## config.mk

```make
export PLATFORM = sky130hd
export DESIGN_NAME = opm_mode_ctrl
export DESIGN_NICKNAME = d
export VERILOG_FILES = /design/src/pkg/opm_pkg.sv /design/src/hdl/opm_mode_ctrl.sv
export VERILOG_INCLUDE_DIRS = /design/src /design/src/pkg
export SDC_FILE = /design/constraint.sdc
export NUM_CORES = 1
export LEC_CHECK = 0
export BUFFER_PORTS_ARGS = -buffer_cell sky130_fd_sc_hd__buf_2
export CORE_MARGIN = 1.5
export CORE_UTILIZATION = 54
export CTS_BUF_LIST = sky130_fd_sc_hd__clkbuf_4 sky130_fd_sc_hd__clkbuf_8
export DETAILED_ROUTE_END_ITERATION = 16
export PLACE_DENSITY = 0.94
export SYNTH_ARGS = -nofsm -noshare
export SYNTH_HDL_FRONTEND = slang
export SYNTH_SLANG_ARGS = --single-unit
```

## constraint.sdc

```tcl
create_clock -name ref_clk_i -period 4.6 [get_ports ref_clk_i]
set_clock_uncertainty 0.15 [all_clocks]
set_input_delay 0.23 -clock ref_clk_i [delete_from_list [all_inputs] [get_ports ref_clk_i]]
set_output_delay 0.23 -clock ref_clk_i [all_outputs]
set_load 0.05 [all_outputs]
```

## src/pkg/opm_cfg.svh

```systemverilog
// constants for the operating-mode and address-size control block
// assumes inclusion by opm_pkg and the design file only
`ifndef OPM_CFG_SVH
`define OPM_CFG_SVH
`define OPM_ADDR_W       32
`define OPM_SEL_W        16
`define OPM_OFS16_MAX    32'h0000_FFFF
`define OPM_OFS32_MAX    32'hFFFF_FFFF
`define OPM_MAX_SEG_IDX  14'h3FFF
`define OPM_SEG_IDX_MSB  15
`define OPM_SEG_IDX_LSB  2
`define OPM_MGMT_BASE    32'h0003_0000
`define OPM_SEG_SHIFT    4
`endif

```

## src/pkg/opm_pkg.sv

```systemverilog
// types for the operating-mode and address-size control block
// assumes opm_cfg.svh sits on the include path
`include "opm_cfg.svh"
package opm_pkg;
   typedef enum logic [1:0] {
      OPM_REAL    = 2'b00,
      OPM_PROT    = 2'b01,
      OPM_MGMT    = 2'b10
   } opm_mode_e;

   // logical address request from the pipeline
   typedef struct packed {
      logic                       valid;
      logic [`OPM_SEL_W-1:0]      selector;
      logic [`OPM_ADDR_W-1:0]     offset;
      logic [`OPM_ADDR_W-1:0]     seg_base;
      logic                       asize_ovr;
      logic                       osize_ovr;
   } opm_req_s;

   // translated answer
   typedef struct packed {
      logic                       valid;
      logic [`OPM_ADDR_W-1:0]     linear;
      logic                       fault;
      logic                       addr32;
      logic                       oper32;
   } opm_rsp_s;

   // context held across management mode
   typedef struct packed {
      opm_mode_e                  mode;
      logic                       v86;
      logic                       cs_d;
   } opm_ctx_s;
endpackage
```

## src/hdl/opm_mode_ctrl.sv

```systemverilog
// operating-mode tracking, management-mode entry/exit and address sizing
// assumes the pipeline gives one-cycle command pulses and a sync clock domain
// except the management pin, which is asynchronous
`timescale 1ns/100ps
`include "opm_cfg.svh"

// Summary of operation
// - reset always leaves the block in real-address mode
// - one protected-enable command moves real mode to protected mode
// - management pin or controller message enters management mode
// - entry saves full context and selects the private management space
// - resume restores exactly the saved mode, task attribute and sizes
// - management space uses real-style base plus offset addressing
// - protected mode allows every memory model and feature
// - virtual-8086 is a task flag inside protected mode only
// - real mode offers only the real-address memory model
// - physical space is bytes from zero to four gigabytes minus one
// - each selector plus offset becomes a linear address internally
// - selector index above 16382 reported as a fault
// - offset width is 32 or 16 bits by address size
// - 16-bit addressing caps offsets at FFFFH, operands default 16-bit
// - prefixes flip address or operand size for one instruction only
// - protected mode defaults come from the code segment descriptor bit
// - real mode defaults to 16-bit address and operand size
// - real mode 32-bit override still caps addresses at 0000FFFFH
module opm_mode_ctrl (
   input  wire logic              ref_clk_i,
   input  wire logic              rst_n_i,
   input  wire logic              mgmt_int_n_i,
   input  wire logic              mgmt_msg_i,
   input  wire logic              prot_enter_i,
   input  wire logic              mgmt_resume_i,
   input  wire logic              v86_set_i,
   input  wire logic              v86_clr_i,
   input  wire logic              cs_d_load_i,
   input  wire logic              cs_d_i,
   input  wire opm_pkg::opm_req_s req_i,
   output opm_pkg::opm_mode_e     mode_o,
   output logic                   v86_o,
   output logic                   ctx_save_o,
   output logic                   ctx_restore_o,
   output logic                   mgmt_space_o,
   output opm_pkg::opm_rsp_s      rsp_o
);
   // pin sync: first stage read only by the second
   logic                   pin_s1_reg;
   logic                   pin_s2_reg;
   logic                   pin_prev_reg;
   opm_pkg::opm_mode_e     mode_reg;
   opm_pkg::opm_mode_e     mode_next;
   logic                   v86_reg;
   logic                   v86_next;
   logic                   cs_d_reg;
   logic                   cs_d_next;
   opm_pkg::opm_ctx_s      saved_reg;
   logic                   save_reg;
   logic                   restore_reg;
   opm_pkg::opm_rsp_s      rsp_reg;
   opm_pkg::opm_rsp_s      rsp_next;

   always_ff @(posedge ref_clk_i or negedge rst_n_i)
   begin
      if (!rst_n_i)
      begin
         pin_s1_reg   <= 1'b1;
         pin_s2_reg   <= 1'b1;
         pin_prev_reg <= 1'b1;
      end
      else
      begin
         pin_s1_reg   <= mgmt_int_n_i;
         pin_s2_reg   <= pin_s1_reg;
         pin_prev_reg <= pin_s2_reg;
      end
   end

   // mode sequencing
   wire in_mgmt      = (mode_reg == opm_pkg::OPM_MGMT);
   wire pin_fall     = pin_prev_reg & ~pin_s2_reg;
   wire mgmt_event   = (pin_fall | mgmt_msg_i) & ~in_mgmt;
   wire resume_ok    = mgmt_resume_i & in_mgmt;
   wire go_prot      = prot_enter_i & (mode_reg == opm_pkg::OPM_REAL);

   always_comb
   begin
      mode_next = mode_reg;
      v86_next  = v86_reg;
      cs_d_next = cs_d_reg;
      if (mgmt_event)
      begin
         mode_next = opm_pkg::OPM_MGMT;
         v86_next  = 1'b0;
         cs_d_next = 1'b0;
      end
      else if (resume_ok)
      begin
         mode_next = saved_reg.mode;
         v86_next  = saved_reg.v86;
         cs_d_next = saved_reg.cs_d;
      end
      else
      begin
         if (go_prot)
            mode_next = opm_pkg::OPM_PROT;
         // task attribute only meaningful in protected mode
         if (mode_reg == opm_pkg::OPM_PROT && v86_set_i)
            v86_next = 1'b1;
         else if (v86_clr_i || mode_reg != opm_pkg::OPM_PROT)
            v86_next = 1'b0;
         if (cs_d_load_i && mode_reg == opm_pkg::OPM_PROT)
            cs_d_next = cs_d_i;
         else if (mode_reg != opm_pkg::OPM_PROT)
            cs_d_next = 1'b0;
      end
   end

   always_ff @(posedge ref_clk_i or negedge rst_n_i)
   begin
      if (!rst_n_i)
      begin
         mode_reg    <= opm_pkg::OPM_REAL;
         v86_reg     <= 1'b0;
         cs_d_reg    <= 1'b0;
         saved_reg   <= '0;
         save_reg    <= 1'b0;
         restore_reg <= 1'b0;
      end
      else
      begin
         mode_reg    <= mode_next;
         v86_reg     <= v86_next;
         cs_d_reg    <= cs_d_next;
         save_reg    <= mgmt_event;
         restore_reg <= resume_ok;
         if (mgmt_event)
            saved_reg <= '{mode: mode_reg, v86: v86_reg, cs_d: cs_d_reg};
      end
   end

   // address sizing: prefix flips default for this request only
   wire v86_real_like = v86_reg & (mode_reg == opm_pkg::OPM_PROT);
   wire def32         = cs_d_reg & (mode_reg == opm_pkg::OPM_PROT) & ~v86_real_like;
   wire addr32        = def32 ^ req_i.asize_ovr;
   wire oper32        = def32 ^ req_i.osize_ovr;
   // real-style models cap at 64k even with a 32-bit override
   wire real_model    = (mode_reg != opm_pkg::OPM_PROT) | v86_real_like;
   wire [`OPM_ADDR_W-1:0] ofs_limit = (addr32 && !real_model) ?
                                      `OPM_OFS32_MAX : `OPM_OFS16_MAX;
   // 16-bit addressing uses only the low half of the offset
   wire [`OPM_ADDR_W-1:0] ofs_eff   = addr32 ? req_i.offset
                                      : {16'h0000, req_i.offset[15:0]};
   wire ofs_fault     = ofs_eff > ofs_limit;
   wire [13:0] seg_idx = req_i.selector[`OPM_SEG_IDX_MSB:`OPM_SEG_IDX_LSB];
   wire seg_fault     = ~real_model & (seg_idx > `OPM_MAX_SEG_IDX - 14'h0001);
   wire [`OPM_ADDR_W-1:0] real_base = {12'h000, req_i.selector, 4'h0};
   wire [`OPM_ADDR_W-1:0] base      = in_mgmt ? (`OPM_MGMT_BASE + real_base)
                                      : (real_model ? real_base : req_i.seg_base);
   // 32-bit wrap keeps the result inside the 4 GB byte space
   wire [`OPM_ADDR_W-1:0] lin       = base + ofs_eff;

   always_comb
   begin
      rsp_next        = '0;
      rsp_next.valid  = req_i.valid;
      rsp_next.linear = lin;
      rsp_next.fault  = req_i.valid & (ofs_fault | seg_fault);
      rsp_next.addr32 = addr32;
      rsp_next.oper32 = oper32;
   end

   always_ff @(posedge ref_clk_i or negedge rst_n_i)
   begin
      if (!rst_n_i)
         rsp_reg <= '0;
      else
         rsp_reg <= rsp_next;
   end

   assign mode_o        = mode_reg;
   assign v86_o         = v86_reg;
   assign ctx_save_o    = save_reg;
   assign ctx_restore_o = restore_reg;
   assign mgmt_space_o  = in_mgmt;
   assign rsp_o         = rsp_reg;

   a_reset_real: assert property (@(posedge ref_clk_i)
      $rose(rst_n_i) |-> mode_reg == opm_pkg::OPM_REAL)
      else $error("mode not real after reset");
   a_prot_entry: assert property (@(posedge ref_clk_i) disable iff (!rst_n_i)
      go_prot && !mgmt_event |=> mode_reg == opm_pkg::OPM_PROT)
      else $error("protected entry missed");
   a_mgmt_entry: assert property (@(posedge ref_clk_i) disable iff (!rst_n_i)
      mgmt_event |=> in_mgmt && save_reg)
      else $error("management entry missed");
   a_ctx_saved: assert property (@(posedge ref_clk_i) disable iff (!rst_n_i)
      mgmt_event |=> saved_reg.mode == $past(mode_reg))
      else $error("context not saved");
   a_mode_restore: assert property (@(posedge ref_clk_i) disable iff (!rst_n_i)
      resume_ok |=> mode_reg == $past(saved_reg.mode) && restore_reg)
      else $error("mode not restored");
   a_v86_prot_only: assert property (@(posedge ref_clk_i) disable iff (!rst_n_i)
      v86_reg |-> mode_reg == opm_pkg::OPM_PROT)
      else $error("v86 outside protected");
   a_real_cap: assert property (@(posedge ref_clk_i) disable iff (!rst_n_i)
      req_i.valid && real_model && req_i.offset > 32'h0000_FFFF && addr32
      |=> rsp_reg.fault)
      else $error("real mode cap missed");
   a_real_size: assert property (@(posedge ref_clk_i) disable iff (!rst_n_i)
      mode_reg == opm_pkg::OPM_REAL && !req_i.osize_ovr |=> !rsp_reg.oper32)
      else $error("real default not 16");
   a_one_mode: assert property (@(posedge ref_clk_i) disable iff (!rst_n_i)
      mode_reg != 2'b11)
      else $error("illegal mode");

   // sync chain: each stage one edge behind the one before
   a_sync_chain: assert property (@(posedge ref_clk_i) disable iff (!rst_n_i)
      pin_s2_reg == $past(pin_s1_reg))
      else $error("pin sync chain broken");

   // mode stability when no event applies
   a_real_stays: assert property (@(posedge ref_clk_i) disable iff (!rst_n_i)
      mode_reg == opm_pkg::OPM_REAL && !go_prot && !mgmt_event
      |=> mode_reg == opm_pkg::OPM_REAL)
      else $error("real mode left without cause");

   a_prot_stays: assert property (@(posedge ref_clk_i) disable iff (!rst_n_i)
      mode_reg == opm_pkg::OPM_PROT && !mgmt_event |=> mode_reg == opm_pkg::OPM_PROT)
      else $error("protected mode left without cause");

   a_mgmt_stays: assert property (@(posedge ref_clk_i) disable iff (!rst_n_i)
      in_mgmt && !resume_ok |=> in_mgmt)
      else $error("management left without resume");

   a_resume_ignored: assert property (@(posedge ref_clk_i) disable iff (!rst_n_i)
      mgmt_resume_i && !in_mgmt && !mgmt_event && !go_prot
      |=> mode_reg == $past(mode_reg))
      else $error("resume acted outside management");

   // context pulses last one cycle
   a_save_pulse: assert property (@(posedge ref_clk_i) disable iff (!rst_n_i)
      save_reg |=> !save_reg)
      else $error("save pulse too long");

   a_restore_pulse: assert property (@(posedge ref_clk_i) disable iff (!rst_n_i)
      restore_reg |=> !restore_reg)
      else $error("restore pulse too long");

   a_v86_restore: assert property (@(posedge ref_clk_i) disable iff (!rst_n_i)
      resume_ok |=> v86_reg == $past(saved_reg.v86))
      else $error("task attribute not restored");

   a_csd_restore: assert property (@(posedge ref_clk_i) disable iff (!rst_n_i)
      resume_ok |=> cs_d_reg == $past(saved_reg.cs_d))
      else $error("default size not restored");

   a_csd_real_zero: assert property (@(posedge ref_clk_i) disable iff (!rst_n_i)
      mode_reg == opm_pkg::OPM_REAL |-> !cs_d_reg)
      else $error("real mode holds a 32-bit default");

   // management space addressing
   a_mgmt_base: assert property (@(posedge ref_clk_i) disable iff (!rst_n_i)
      req_i.valid && in_mgmt |=> rsp_reg.linear >= `OPM_MGMT_BASE)
      else $error("management access below its space");

   a_mgmt_16bit: assert property (@(posedge ref_clk_i) disable iff (!rst_n_i)
      req_i.valid && in_mgmt && !req_i.osize_ovr |=> !rsp_reg.oper32)
      else $error("management default not 16");

   // prefixes and defaults
   a_real_aovr: assert property (@(posedge ref_clk_i) disable iff (!rst_n_i)
      req_i.valid && mode_reg == opm_pkg::OPM_REAL && req_i.asize_ovr |=> rsp_reg.addr32)
      else $error("real address override lost");

   a_real_oovr: assert property (@(posedge ref_clk_i) disable iff (!rst_n_i)
      req_i.valid && mode_reg == opm_pkg::OPM_REAL && req_i.osize_ovr |=> rsp_reg.oper32)
      else $error("real operand override lost");

   a_prot_def32: assert property (@(posedge ref_clk_i) disable iff (!rst_n_i)
      req_i.valid && mode_reg == opm_pkg::OPM_PROT && !v86_reg && cs_d_reg
      && !req_i.asize_ovr |=> rsp_reg.addr32)
      else $error("protected 32-bit default lost");

   a_prot_def16: assert property (@(posedge ref_clk_i) disable iff (!rst_n_i)
      req_i.valid && mode_reg == opm_pkg::OPM_PROT && !cs_d_reg
      && !req_i.asize_ovr |=> !rsp_reg.addr32)
      else $error("protected 16-bit default lost");

   a_v86_16bit: assert property (@(posedge ref_clk_i) disable iff (!rst_n_i)
      req_i.valid && v86_reg && !req_i.asize_ovr |=> !rsp_reg.addr32)
      else $error("v86 task not 16-bit");

   a_real_nofault: assert property (@(posedge ref_clk_i) disable iff (!rst_n_i)
      req_i.valid && mode_reg == opm_pkg::OPM_REAL && !req_i.asize_ovr
      |=> !rsp_reg.fault)
      else $error("16-bit offset faulted");

   // segment index range in protected models
   a_seg_limit: assert property (@(posedge ref_clk_i) disable iff (!rst_n_i)
      req_i.valid && mode_reg == opm_pkg::OPM_PROT && !v86_reg
      && req_i.selector[15:2] == 14'h3FFF |=> rsp_reg.fault)
      else $error("segment index limit missed");

   a_seg_ok: assert property (@(posedge ref_clk_i) disable iff (!rst_n_i)
      req_i.valid && mode_reg == opm_pkg::OPM_PROT && !v86_reg && cs_d_reg
      && !req_i.asize_ovr && req_i.selector[15:2] != 14'h3FFF |=> !rsp_reg.fault)
      else $error("legal segment faulted");

   // answer follows request by one cycle
   a_valid_follow: assert property (@(posedge ref_clk_i) disable iff (!rst_n_i)
      req_i.valid |=> rsp_reg.valid)
      else $error("answer missing");

   a_idle_quiet: assert property (@(posedge ref_clk_i) disable iff (!rst_n_i)
      !req_i.valid |=> !rsp_reg.valid && !rsp_reg.fault)
      else $error("answer without request");

   a_v86_cleared: assert property (@(posedge ref_clk_i) disable iff (!rst_n_i)
      mgmt_event |=> !v86_reg)
      else $error("task attribute kept in management");
endmodule // opm_mode_ctrl

```

==> flow_summary_export.csv, run 1 <==
group,metric,value,unit
synth,synth.avg_cell_area,8.50,sq um
cells_and_area,post-route-util,0.675,
cts,post_cts_buffers,0,
synth,synth_area,4240,sq um
cts,cts-resized-gates,0,
placed_design,dpl.hpwl,10.4,mm
synth,synth-edff-count,0,
synth,post-synth-top-count-cell,"nand2_1",
cts,cts_made_buffers,5,
global_routing,grt_pass1_wl,20.7,mm
cells_and_area,drive_gt1_frac,0.259,
timing,final.setup.tns,0,ns
critical_path,timing.rr.start,"mode_o[1]",
global_routing,antenna_found_initial,0,
cells_and_area,fin_cells,734,
detailed_routing,route.detailed.drc,0,
pwr,static-leakage-power,2.75,nW
cells_and_area,fin_nets,772,
cts,clock_sinks,49,
synth,synthFlopType,"dfrtp_1",
detailed_routing,dr.pass1.iters,7,
critical_path,endpoint_kind,"flip-flop",
global_routing,first_global_vias,4378,
die,die-area,8400,sq um
timing,postLayoutSetupSlackWorst,0.640,ns
timing,rsz0062_at_grt,"no",
timing,tightestPinTransition,1.10,ns
synth,syn_nets,640,
detailed_routing,drt_wl_total,12.9,mm
placed_design,pre_cts_slack,0.756,ns
timing,finalCritPeriodShare,0.861,
cts,clk_pin_slew,0.09,ns
critical_path,crit_buf_inv,1,
global_routing,track_usage,0.310,
critical_path,setup.worst_path.start,"mode_o[1]",
timing,final-max-slew-violation-count,0,
cells_and_area,fill_cells,645,
synth,synthArstFlopShare,1.00,
synth,synth_common_cells,"nand2_1, ha_1, dfrtp_1, a21oi_1, a21o_1",
timing,hold_slack,-0.0227,ns
die,ioPinCount,135,
synth,syn_inst,499,
synth,yosysTopAreaCell,"dfrtp_1",
hold_path,hold_class,"primary input to asynchronous set/reset pin",
cells_and_area,largest_reg_flops,36,
cts,htreeDepth,2,
critical_path,cpLargestDelayFamily,"compound AO/OA/AOI/OAI gates",
placed_design,port_buffers,134,
placed_design,placed_cells,722,
detailed_routing,wl_per_cell,17.6,um
cts,clock_latency,0.30,ns
synth,yosysWarnings,0,
die,start_util,0.555,
cells_and_area,multi_input_area,2870,sq um
global_routing,grt_start_max_net_pins,50,
detailed_routing,vias_per_cell,6.12,
detailed_routing,vias,4493,
cts,cts-root-buf,"clkbuf_8",
critical_path,crit_slowest_cell,"dfrtp_1",
critical_path,worstPathArrival,4.01,ns
cells_and_area,num_antenna_cells,0,
critical_path,startpoint_type,"flip-flop",
die,core-area,7650,sq um
synth,synth_top_area_share,0.271,
timing,fmax,253,MHz
synth,seq_area_frac_synth,0.290,
cells_and_area,seq_area,1230,sq um
placed_design,gp_congestion,0.974,
cts,clk_path_buf_depth,2,
status,outcome,"complete, but fails checks",
critical_path,crit_path_max_fanout,17,
timing,timing.final.setup_violations,0,
job,maxCapViolations,0,
detailed_routing,antenna_left,0,
critical_path,path_cells,"nor2_1 -> buf_4 -> and3_1 -> ha_1 -> fa_1 -> a21oi_1 -> o22ai_1 -> o31a_1 -> a211oi_2 -> o221ai_4 -> nor3b_2 -> nor4_2",
synth,synth-seq-cells,49,
timing,final_hold_viol_count,31,
timing,layout_min_cycle_time,3.96,ns
global_routing,grt_overflow,0,
critical_path,worstPathRequired,4.65,ns
pwr,peakVddDrop,0.000290,V
synth,synth_cell_types,64,
timing,maxSlewHeadroom,0.264,
die,rows,32,
cells_and_area,area_growth,21.7,%
status,violations,"hold timing",
cts,cts_tree,"done",
cts,cts_hold_buffers,4,
detailed_routing,drt_iter0_markers,349,
critical_path,cp_slowest_stage_delay,0.62,ns
die,die_w,91.6,um
critical_path,setup.worst_path.class,"flip-flop to flip-flop",
synth,synth_area_leaders,"dfrtp_1, ha_1, nand2_1",
pwr,powerDensity,511,nW/um^2
die,chipHeight,91.6,um
cells in the final DEF, fill, tap and decap left out, drive strengths merged, types with 4 or more instances in the layout:
cell,count
and2,15
nor2b,6
inv,18
nand4,11
nor2,20
buf,140
o21a,5
nand2,68
a211oi,9
xnor2,16
nor3,9
xor2,13
ha,47
a21oi,38
and3,20
dlygate4sd3,4
or3,4
a31oi,6
o21ai,21
clkbuf,5
and4,6
dfrtp,46
nand2b,5
nand3,22
a21o,24
power by group:
part	internal [W]	total, W	switching (W)
clock	0.000163	0.000315	0.000152
combinational	0.000509	0.00170	0.00119
sequential	0.000572	0.000624	0.0000520
total	0.00124	0.00264	0.00140
final timing paths:
kind                            endpoint  slack [ns]  depth (start not counted)
min reg2reg                   pin_s2_reg        0.21                          0
min                           ctx_save_o       -0.02                          1
max in group asynchronous      rsp_o[35]        3.65                          1
max                            rsp_o[33]        0.64                         12
min in group ref_clk_i     ctx_restore_o        0.02                          3
max reg2reg                    rsp_o[33]        0.64                         12
metrics by stage:
step                      hold WS [ns]  total power, W  cell area [sq um]
after floorplan                 -0.216         0.00187               4240
after global placement           0.186         0.00226               5010
after detailed placement         0.187         0.00231               5010
after CTS                      0.00461         0.00263               5160
after global routing            0.0365         0.00279               5160
final                          -0.0227         0.00264               5160
layer usage:
| metal | global-route usage | up-vias | wire length [um] |
|---|---|---|---|
| li1 | - | 2095 | - |
| met1 | 0.392 | 2077 | 5100 |
| met2 | 0.539 | 278 | 6260 |
| met3 | 0.0357 | 43 | 1160 |
| met4 | 0.118 | 0 | 426 |
| met5 | 0 | - | 0 |
cell families after synthesis:
| group | Yosys count | share of synthesized area |
|---|---|---|
| AO/OA/AOI/OAI | 138 | 0.227 |
| XOR/XNOR | 29 | 0.0617 |
| adder cells (fa/ha/maj) | 48 | 0.143 |
| buffers and inverters | 37 | 0.0345 |
| flip-flops | 49 | 0.290 |
| multiplexers | 1 | 0.00236 |
| AND/OR/NAND/NOR | 197 | 0.241 |
area by class of cell:
cell class                      count  area share
Multi-Input combinational cell    413       0.555
Sequential cell                    49       0.238
Timing Repair Buffer              144       0.146
Tap cell                          102      0.0247
Clock buffer                        5      0.0133
Inverter                           18      0.0131
Clock inverter                      3     0.00897
No activity file was read; power rests on OpenSTA's default activity.
==> run 2, diff against run 1 <==
--- a/config.mk
+++ b/config.mk
@@ -6,8 +6,9 @@
 export SDC_FILE = /design/constraint.sdc
 export NUM_CORES = 1
 export LEC_CHECK = 0
+export ABC_AREA = 1
 export BUFFER_PORTS_ARGS = -buffer_cell sky130_fd_sc_hd__buf_2
-export CORE_MARGIN = 1.5
+export CORE_MARGIN = 1
 export CORE_UTILIZATION = 54
 export CTS_BUF_LIST = sky130_fd_sc_hd__clkbuf_4 sky130_fd_sc_hd__clkbuf_8
 export DETAILED_ROUTE_END_ITERATION = 16
==> flow_summary_export.csv, run 2 <==
group,metric,value,unit
status,outcome,"complete, but fails checks",
status,violations,"hold timing",
cells_and_area,seq_area,1230,sq um
synth,synth_common_cells,"nand2_1, inv_1, nor2_1, ha_1, dfrtp_1",
placed_design,dpl.hpwl,9.73,mm
cells_and_area,drive_gt1_frac,0.238,
die,die_w,91.2,um
global_routing,grt_overflow,0,
critical_path,endpoint_kind,"flip-flop",
die,ioPinCount,135,
critical_path,setup.worst_path.class,"flip-flop to flip-flop",
synth,yosysWarnings,0,
cells_and_area,fill_cells,684,
pwr,powerDensity,480,nW/um^2
timing,final_hold_viol_count,46,
global_routing,grt_use_met3,0.0452,
cts,cts-root-buf,"clkbuf_8",
critical_path,cp_slowest_stage_delay,0.47,ns
detailed_routing,antenna_left,0,
critical_path,r2r_slack,0.83,ns
timing,finalCritPeriodShare,0.820,
global_routing,antenna_found_initial,0,
critical_path,r2r_cells,16,
critical_path,worstPathRequired,4.68,ns
cts,clk_pin_slew,0.09,ns
die,die-area,8310,sq um
timing,layout_min_cycle_time,3.77,ns
global_routing,grtUsageMet1,0.384,
synth,yosysTopAreaCell,"dfrtp_1",
die,rows,32,
synth,synth_area,4290,sq um
critical_path,worstPathArrival,3.85,ns
die,start_util,0.558,
cells_and_area,layout_common_cells,"nand2_1, buf_2, inv_1",
synth,post-synth-top-count-cell,"nand2_1",
cells_and_area,fin_nets,883,
cts,clk_path_buf_depth,2,
global_routing,grt_pass1_wl,19.9,mm
synth,synth-edff-count,0,
die,chipHeight,91.2,um
cts,clock_sinks,49,
synth,seq_area_frac_synth,0.287,
placed_design,port_buffers,134,
detailed_routing,dr.pass1.iters,5,
synth,synth_top_area_share,0.268,
detailed_routing,wl_per_cell,14.1,um
timing,tightestPinTransition,1.08,ns
pwr,peakVddDrop,0.000242,V
global_routing,track_usage,0.298,
placed_design,pre_cts_slack,0.995,ns
critical_path,crit_slowest_cell,"nor2_4",
synth,synth_area_leaders,"dfrtp_1, ha_1, nand2_1",
cts,cts_made_buffers,5,
timing,rsz0062_at_grt,"no",
synth,synth-seq-cells,49,
detailed_routing,route.detailed.drc,0,
synth,synth.avg_cell_area,7.12,sq um
cells_and_area,final_common_cell,"nand2_1",
cells_and_area,area_growth,21.6,%
timing,hold_slack,-0.0411,ns
cts,cts_tree,"done",
cts,cts-resized-gates,0,
job,maxCapViolations,0,
pwr,static-leakage-power,2.96,nW
timing,maxSlewHeadroom,0.283,
cells_and_area,num_antenna_cells,0,
hold_path,hold_class,"primary input to asynchronous set/reset pin",
synth,synth_cell_types,43,
detailed_routing,vias,4568,
die,core-area,7690,sq um
synth,synthFlopType,"dfrtp_1",
critical_path,path_cells,"inv_2 -> nand2_2 -> nor2_4 -> nand3_2 -> nand2_2 -> nor2_1 -> ha_1 -> nand2_1 -> nor3_1 -> nand3_1 -> nand3_1 -> nand3_1 -> nand2_2 -> nand2_1 -> nand2_1 -> xor2_1",
cells_and_area,largest_reg_flops,36,
critical_path,crit_path_max_fanout,27,
cts,clock_latency,0.31,ns
global_routing,grt_start_max_net_pins,50,
detailed_routing,drt_iter0_markers,394,
detailed_routing,vias_per_cell,5.41,
global_routing,grtUsageMet2,0.509,
timing,final.setup.tns,0,ns
global_routing,first_global_vias,4442,
critical_path,r2r-end,"rsp_o[28]",
synth,syn_inst,603,
critical_path,crit_buf_inv,1,
critical_path,startpoint_type,"flip-flop",
detailed_routing,drt_wl_total,11.9,mm
timing,final-max-slew-violation-count,0,
timing,postLayoutSetupSlackWorst,0.829,ns
placed_design,gp_congestion,0.972,
pwr,totalPowerFinal,0.00250,W
timing,fmax,265,MHz
critical_path,cpLargestDelayFamily,"simple AND/OR/NAND/NOR gates",
synth,synthArstFlopShare,1.00,
cells_and_area,multi_input_area,2690,sq um
synth,syn_nets,744,
global_routing,grt-busiest-layer,"met2",
timing,timing.final.setup_violations,0,
cts,htreeDepth,2,
critical_path,timing.rr.start,"mode_o[1]",
run 2: metrics by stage:
stage / instances / util / instance area, sq um
6_report: 845 / 0.679 / 5220
5_1_grt: 845 / 0.679 / 5220
4_1_cts: 845 / 0.679 / 5220
3_5_place_dp: 833 / 0.658 / 5060
3_3_place_gp: 833 / 0.658 / 5060
2_1_floorplan: 603 / - / 4290
run 2: kinds of logic after synthesis:
| group | count (synthesis) | synth area share |
|---|---|---|
| simple gates | 284 | 0.301 |
| buf+inv | 98 | 0.0875 |
| fa+ha+maj | 48 | 0.142 |
| compound gates | 98 | 0.130 |
| xor+xnor | 26 | 0.0531 |
| flops | 49 | 0.287 |
run 2: power by group:
group          internal (W)  total (W)  leakage (nW)  switching, W
Sequential         0.000569   0.000619         0.593     0.0000503
Clock              0.000177   0.000330        0.0574      0.000153
Combinational      0.000420    0.00155          2.31       0.00113
Total               0.00117    0.00250          2.96       0.00134
run 2: area by class of cell:
class | count | share of cell area
Sequential cell | 49 | 0.236
Timing Repair Buffer | 138 | 0.136
Clock inverter | 2 | 0.00719
Tap cell | 102 | 0.0244
Multi-Input combinational cell | 456 | 0.515
Clock buffer | 6 | 0.0158
Inverter | 92 | 0.0662
run 2: worst max path at each step:
stage	from	slack [ns]	endpoint	cells after the start
2_1_floorplan	v86_o	1.23	rsp_o[27]	21
4_1_cts	mode_o[1]	0.97	rsp_o[28]	16
5_1_grt	mode_o[1]	0.65	rsp_o[28]	16
3_3_place_gp	mode_o[1]	1.03	rsp_o[28]	16
6_report	mode_o[1]	0.83	rsp_o[28]	16
3_5_place_dp	mode_o[1]	0.99	rsp_o[28]	16
run 2: metal layers:
metal | vias up | part of all wire
li1 | 2252 | -
met1 | 2074 | 0.42
met2 | 215 | 0.47
met3 | 27 | 0.079
met4 | 0 | 0.025
met5 | - | 0
run 2: timing repair:
item	in CTS	in global routing
buffers inserted	0	0
setup endpoints to repair	0	0
hold endpoints to repair	5	0
hold buffers	4	0
==> run 3, diff against run 2 <==
==> constraint.sdc (replaced) <==
create_clock -name ref_clk_i -period 3.8 [get_ports ref_clk_i]
set_clock_uncertainty 0.15 [all_clocks]
set_input_delay 0.19 -clock ref_clk_i [delete_from_list [all_inputs] [get_ports ref_clk_i]]
set_output_delay 0.19 -clock ref_clk_i [all_outputs]
set_load 0.05 [all_outputs]
==> flow_summary_export.csv, run 3 (synthesis gave the netlist of run 2 again) <==
group,metric,value,unit
cts,cts_hold_buffers,5,
detailed_routing,vias_per_cell,5.40,
critical_path,cp.depth,19,
die,ioPinCount,135,
timing,fmax,293,MHz
cts,clock_sinks,49,
critical_path,setup.worst_path.class,"flip-flop to flip-flop",
pwr,peakVddDrop,0.000298,V
cells_and_area,seq_area,1230,sq um
cells_and_area,final_common_cell,"nand2_1",
critical_path,worstPathRequired,3.85,ns
die,start_util,0.558,
cells_and_area,area_growth,22.4,%
detailed_routing,route.detailed.drc,0,
cts,cts-resized-gates,0,
cells_and_area,fin_nets,887,
pwr,totalPowerFinal,0.00306,W
critical_path,r2r_cells,19,
critical_path,path_cells,"inv_2 -> nor2_4 -> nand2_2 -> nor2_1 -> ha_1 -> fa_1 -> nand2_1 -> nand2_1 -> o21ai_0 -> o21ai_0 -> nand2_1 -> nand2_1 -> nand2_1 -> nand2_1 -> nand3b_1 -> nand2_2 -> nand2_2 -> nand3_1 -> nand2_1",
cts,clk_pin_slew,0.10,ns
cts,cts_tree,"done",
timing,finalCritPeriodShare,0.898,
timing,timing.final.setup_violations,0,
global_routing,grt_pass1_wl,20.3,mm
critical_path,startpoint_type,"flip-flop",
global_routing,antenna_found_initial,0,
detailed_routing,wl_per_cell,14.5,um
placed_design,port_buffers,134,
cells_and_area,multi_input_area,2690,sq um
cts,cts_made_buffers,5,
timing,final_hold_viol_count,0,
global_routing,grt_use_met3,0.0352,
global_routing,grtUsageMet1,0.396,
critical_path,endpoint_kind,"flip-flop",
critical_path,cpLargestDelayFamily,"simple AND/OR/NAND/NOR gates",
die,die-area,8310,sq um
timing,final-max-slew-violation-count,0,
timing,layout_min_cycle_time,3.41,ns
detailed_routing,drt_wl_total,12.3,mm
pwr,static-leakage-power,2.98,nW
global_routing,grtUsageMet2,0.530,
cells_and_area,layout_common_cells,"nand2_1, buf_2, inv_1",
critical_path,crit_top_cell,"nand2_1",
placed_design,dpl.hpwl,10.1,mm
detailed_routing,vias,4582,
hold_path,min_path_cells,2,
status,outcome,"finished clean",
placed_design,placed_cells,836,
die,rows,32,
hold_path,hold_class,"primary input to flip-flop",
placed_design,gp_congestion,0.954,
pwr,powerDensity,583,nW/um^2
cts,clk_path_buf_depth,2,
global_routing,first_global_vias,4458,
global_routing,grt_overflow,0,
cts,cts-root-buf,"clkbuf_8",
global_routing,grt_start_max_net_pins,50,
timing,maxSlewHeadroom,0.254,
cells_and_area,fin_cells,849,
critical_path,crit_path_max_fanout,15,
cts,htreeDepth,2,
global_routing,track_usage,0.303,
cells_and_area,fill_cells,705,
timing,tightestPinTransition,1.12,ns
cells_and_area,drive_gt1_frac,0.241,
detailed_routing,dr.pass1.iters,5,
critical_path,worstPathArrival,3.46,ns
placed_design,pre_cts_slack,0.491,ns
critical_path,cp_slowest_stage_delay,0.53,ns
critical_path,crit_slowest_cell,"dfrtp_1",
timing,rsz0062_at_grt,"no",
timing,postLayoutSetupSlackWorst,0.389,ns
die,core-area,7690,sq um
global_routing,grt-busiest-layer,"met2",
cts,post_cts_buffers,0,
die,die_w,91.2,um
timing,final.setup.tns,0,ns
detailed_routing,drt_iter0_markers,418,
die,chipHeight,91.2,um
detailed_routing,antenna_left,0,
cells_and_area,largest_reg_flops,36,
critical_path,crit_buf_inv,1,
cells_and_area,num_antenna_cells,0,
job,maxCapViolations,0,
cts,clock_latency,0.30,ns
## run 3: cell types whose count changed in the layout (fill, tap and decap cells not counted)
cell	previous run	this run
buf_4	0	3
dlygate4sd3_1	4	5
## run 3: final timing paths
| kind | start | endpoint | slack (ns) |
|---|---|---|---|
| setup / recovery | mode_o[0] | rsp_o[27] | 0.39 |
| hold / removal | req_i[34] | rsp_o[3] | 0.01 |
| setup reg to reg | mode_o[0] | rsp_o[27] | 0.39 |
| max in group asynchronous | rst_n_i | rsp_o[24] | 2.33 |
| hold reg to reg | pin_s1_reg | pin_s2_reg | 0.21 |
| min in group asynchronous | rst_n_i | rsp_o[16] | 0.49 |
## run 3: layer usage
layer	wire, um	part of all wire
met1	5380	0.44
met2	5820	0.47
met3	893	0.072
met4	227	0.018
met5	0	0
## run 3: cell type report
| class | count | area share |
|---|---|---|
| clock buffer | 6 | 0.0157 |
| clock inverter | 2 | 0.00715 |
| inverter | 92 | 0.0657 |
| multi-input combinational | 456 | 0.511 |
| sequential | 49 | 0.234 |
| tap | 102 | 0.0243 |
| timing repair buffer | 142 | 0.141 |
## run 3: where the power goes
group	switching, W	total, W	leakage [nW]	internal (W)
logic	0.00139	0.00191	2.33	0.000516
registers	0.0000663	0.000755	0.593	0.000689
clock network	0.000183	0.000397	0.0574	0.000214
total	0.00164	0.00306	2.98	0.00142
## run 3: stage by stage
step / utilization / instance area [sq um] / hold WS [ns]
4_1_cts: 0.683 / 5250 / 0.0103
5_1_grt: 0.683 / 5250 / 0.0175
3_3_place_gp: 0.661 / 5080 / 0.148
3_5_place_dp: 0.661 / 5080 / 0.152
6_report: 0.683 / 5250 / 0.0111
2_1_floorplan: - / 4290 / -0.256
## run 3: worst register-to-register path, cell delays in order, from the launching register on
cell and delay [ns]:
dfrtp_1 0.53, inv_2 0.11, nor2_4 0.16, nand2_2 0.25, nor2_1 0.17, ha_1 0.25, fa_1 0.28, nand2_1 0.08
nand2_1 0.06, o21ai_0 0.11, o21ai_0 0.31, nand2_1 0.09, nand2_1 0.14, nand2_1 0.06, nand2_1 0.10, nand3b_1 0.10
nand2_2 0.14, nand2_2 0.08, nand3_1 0.08, nand2_1 0.06
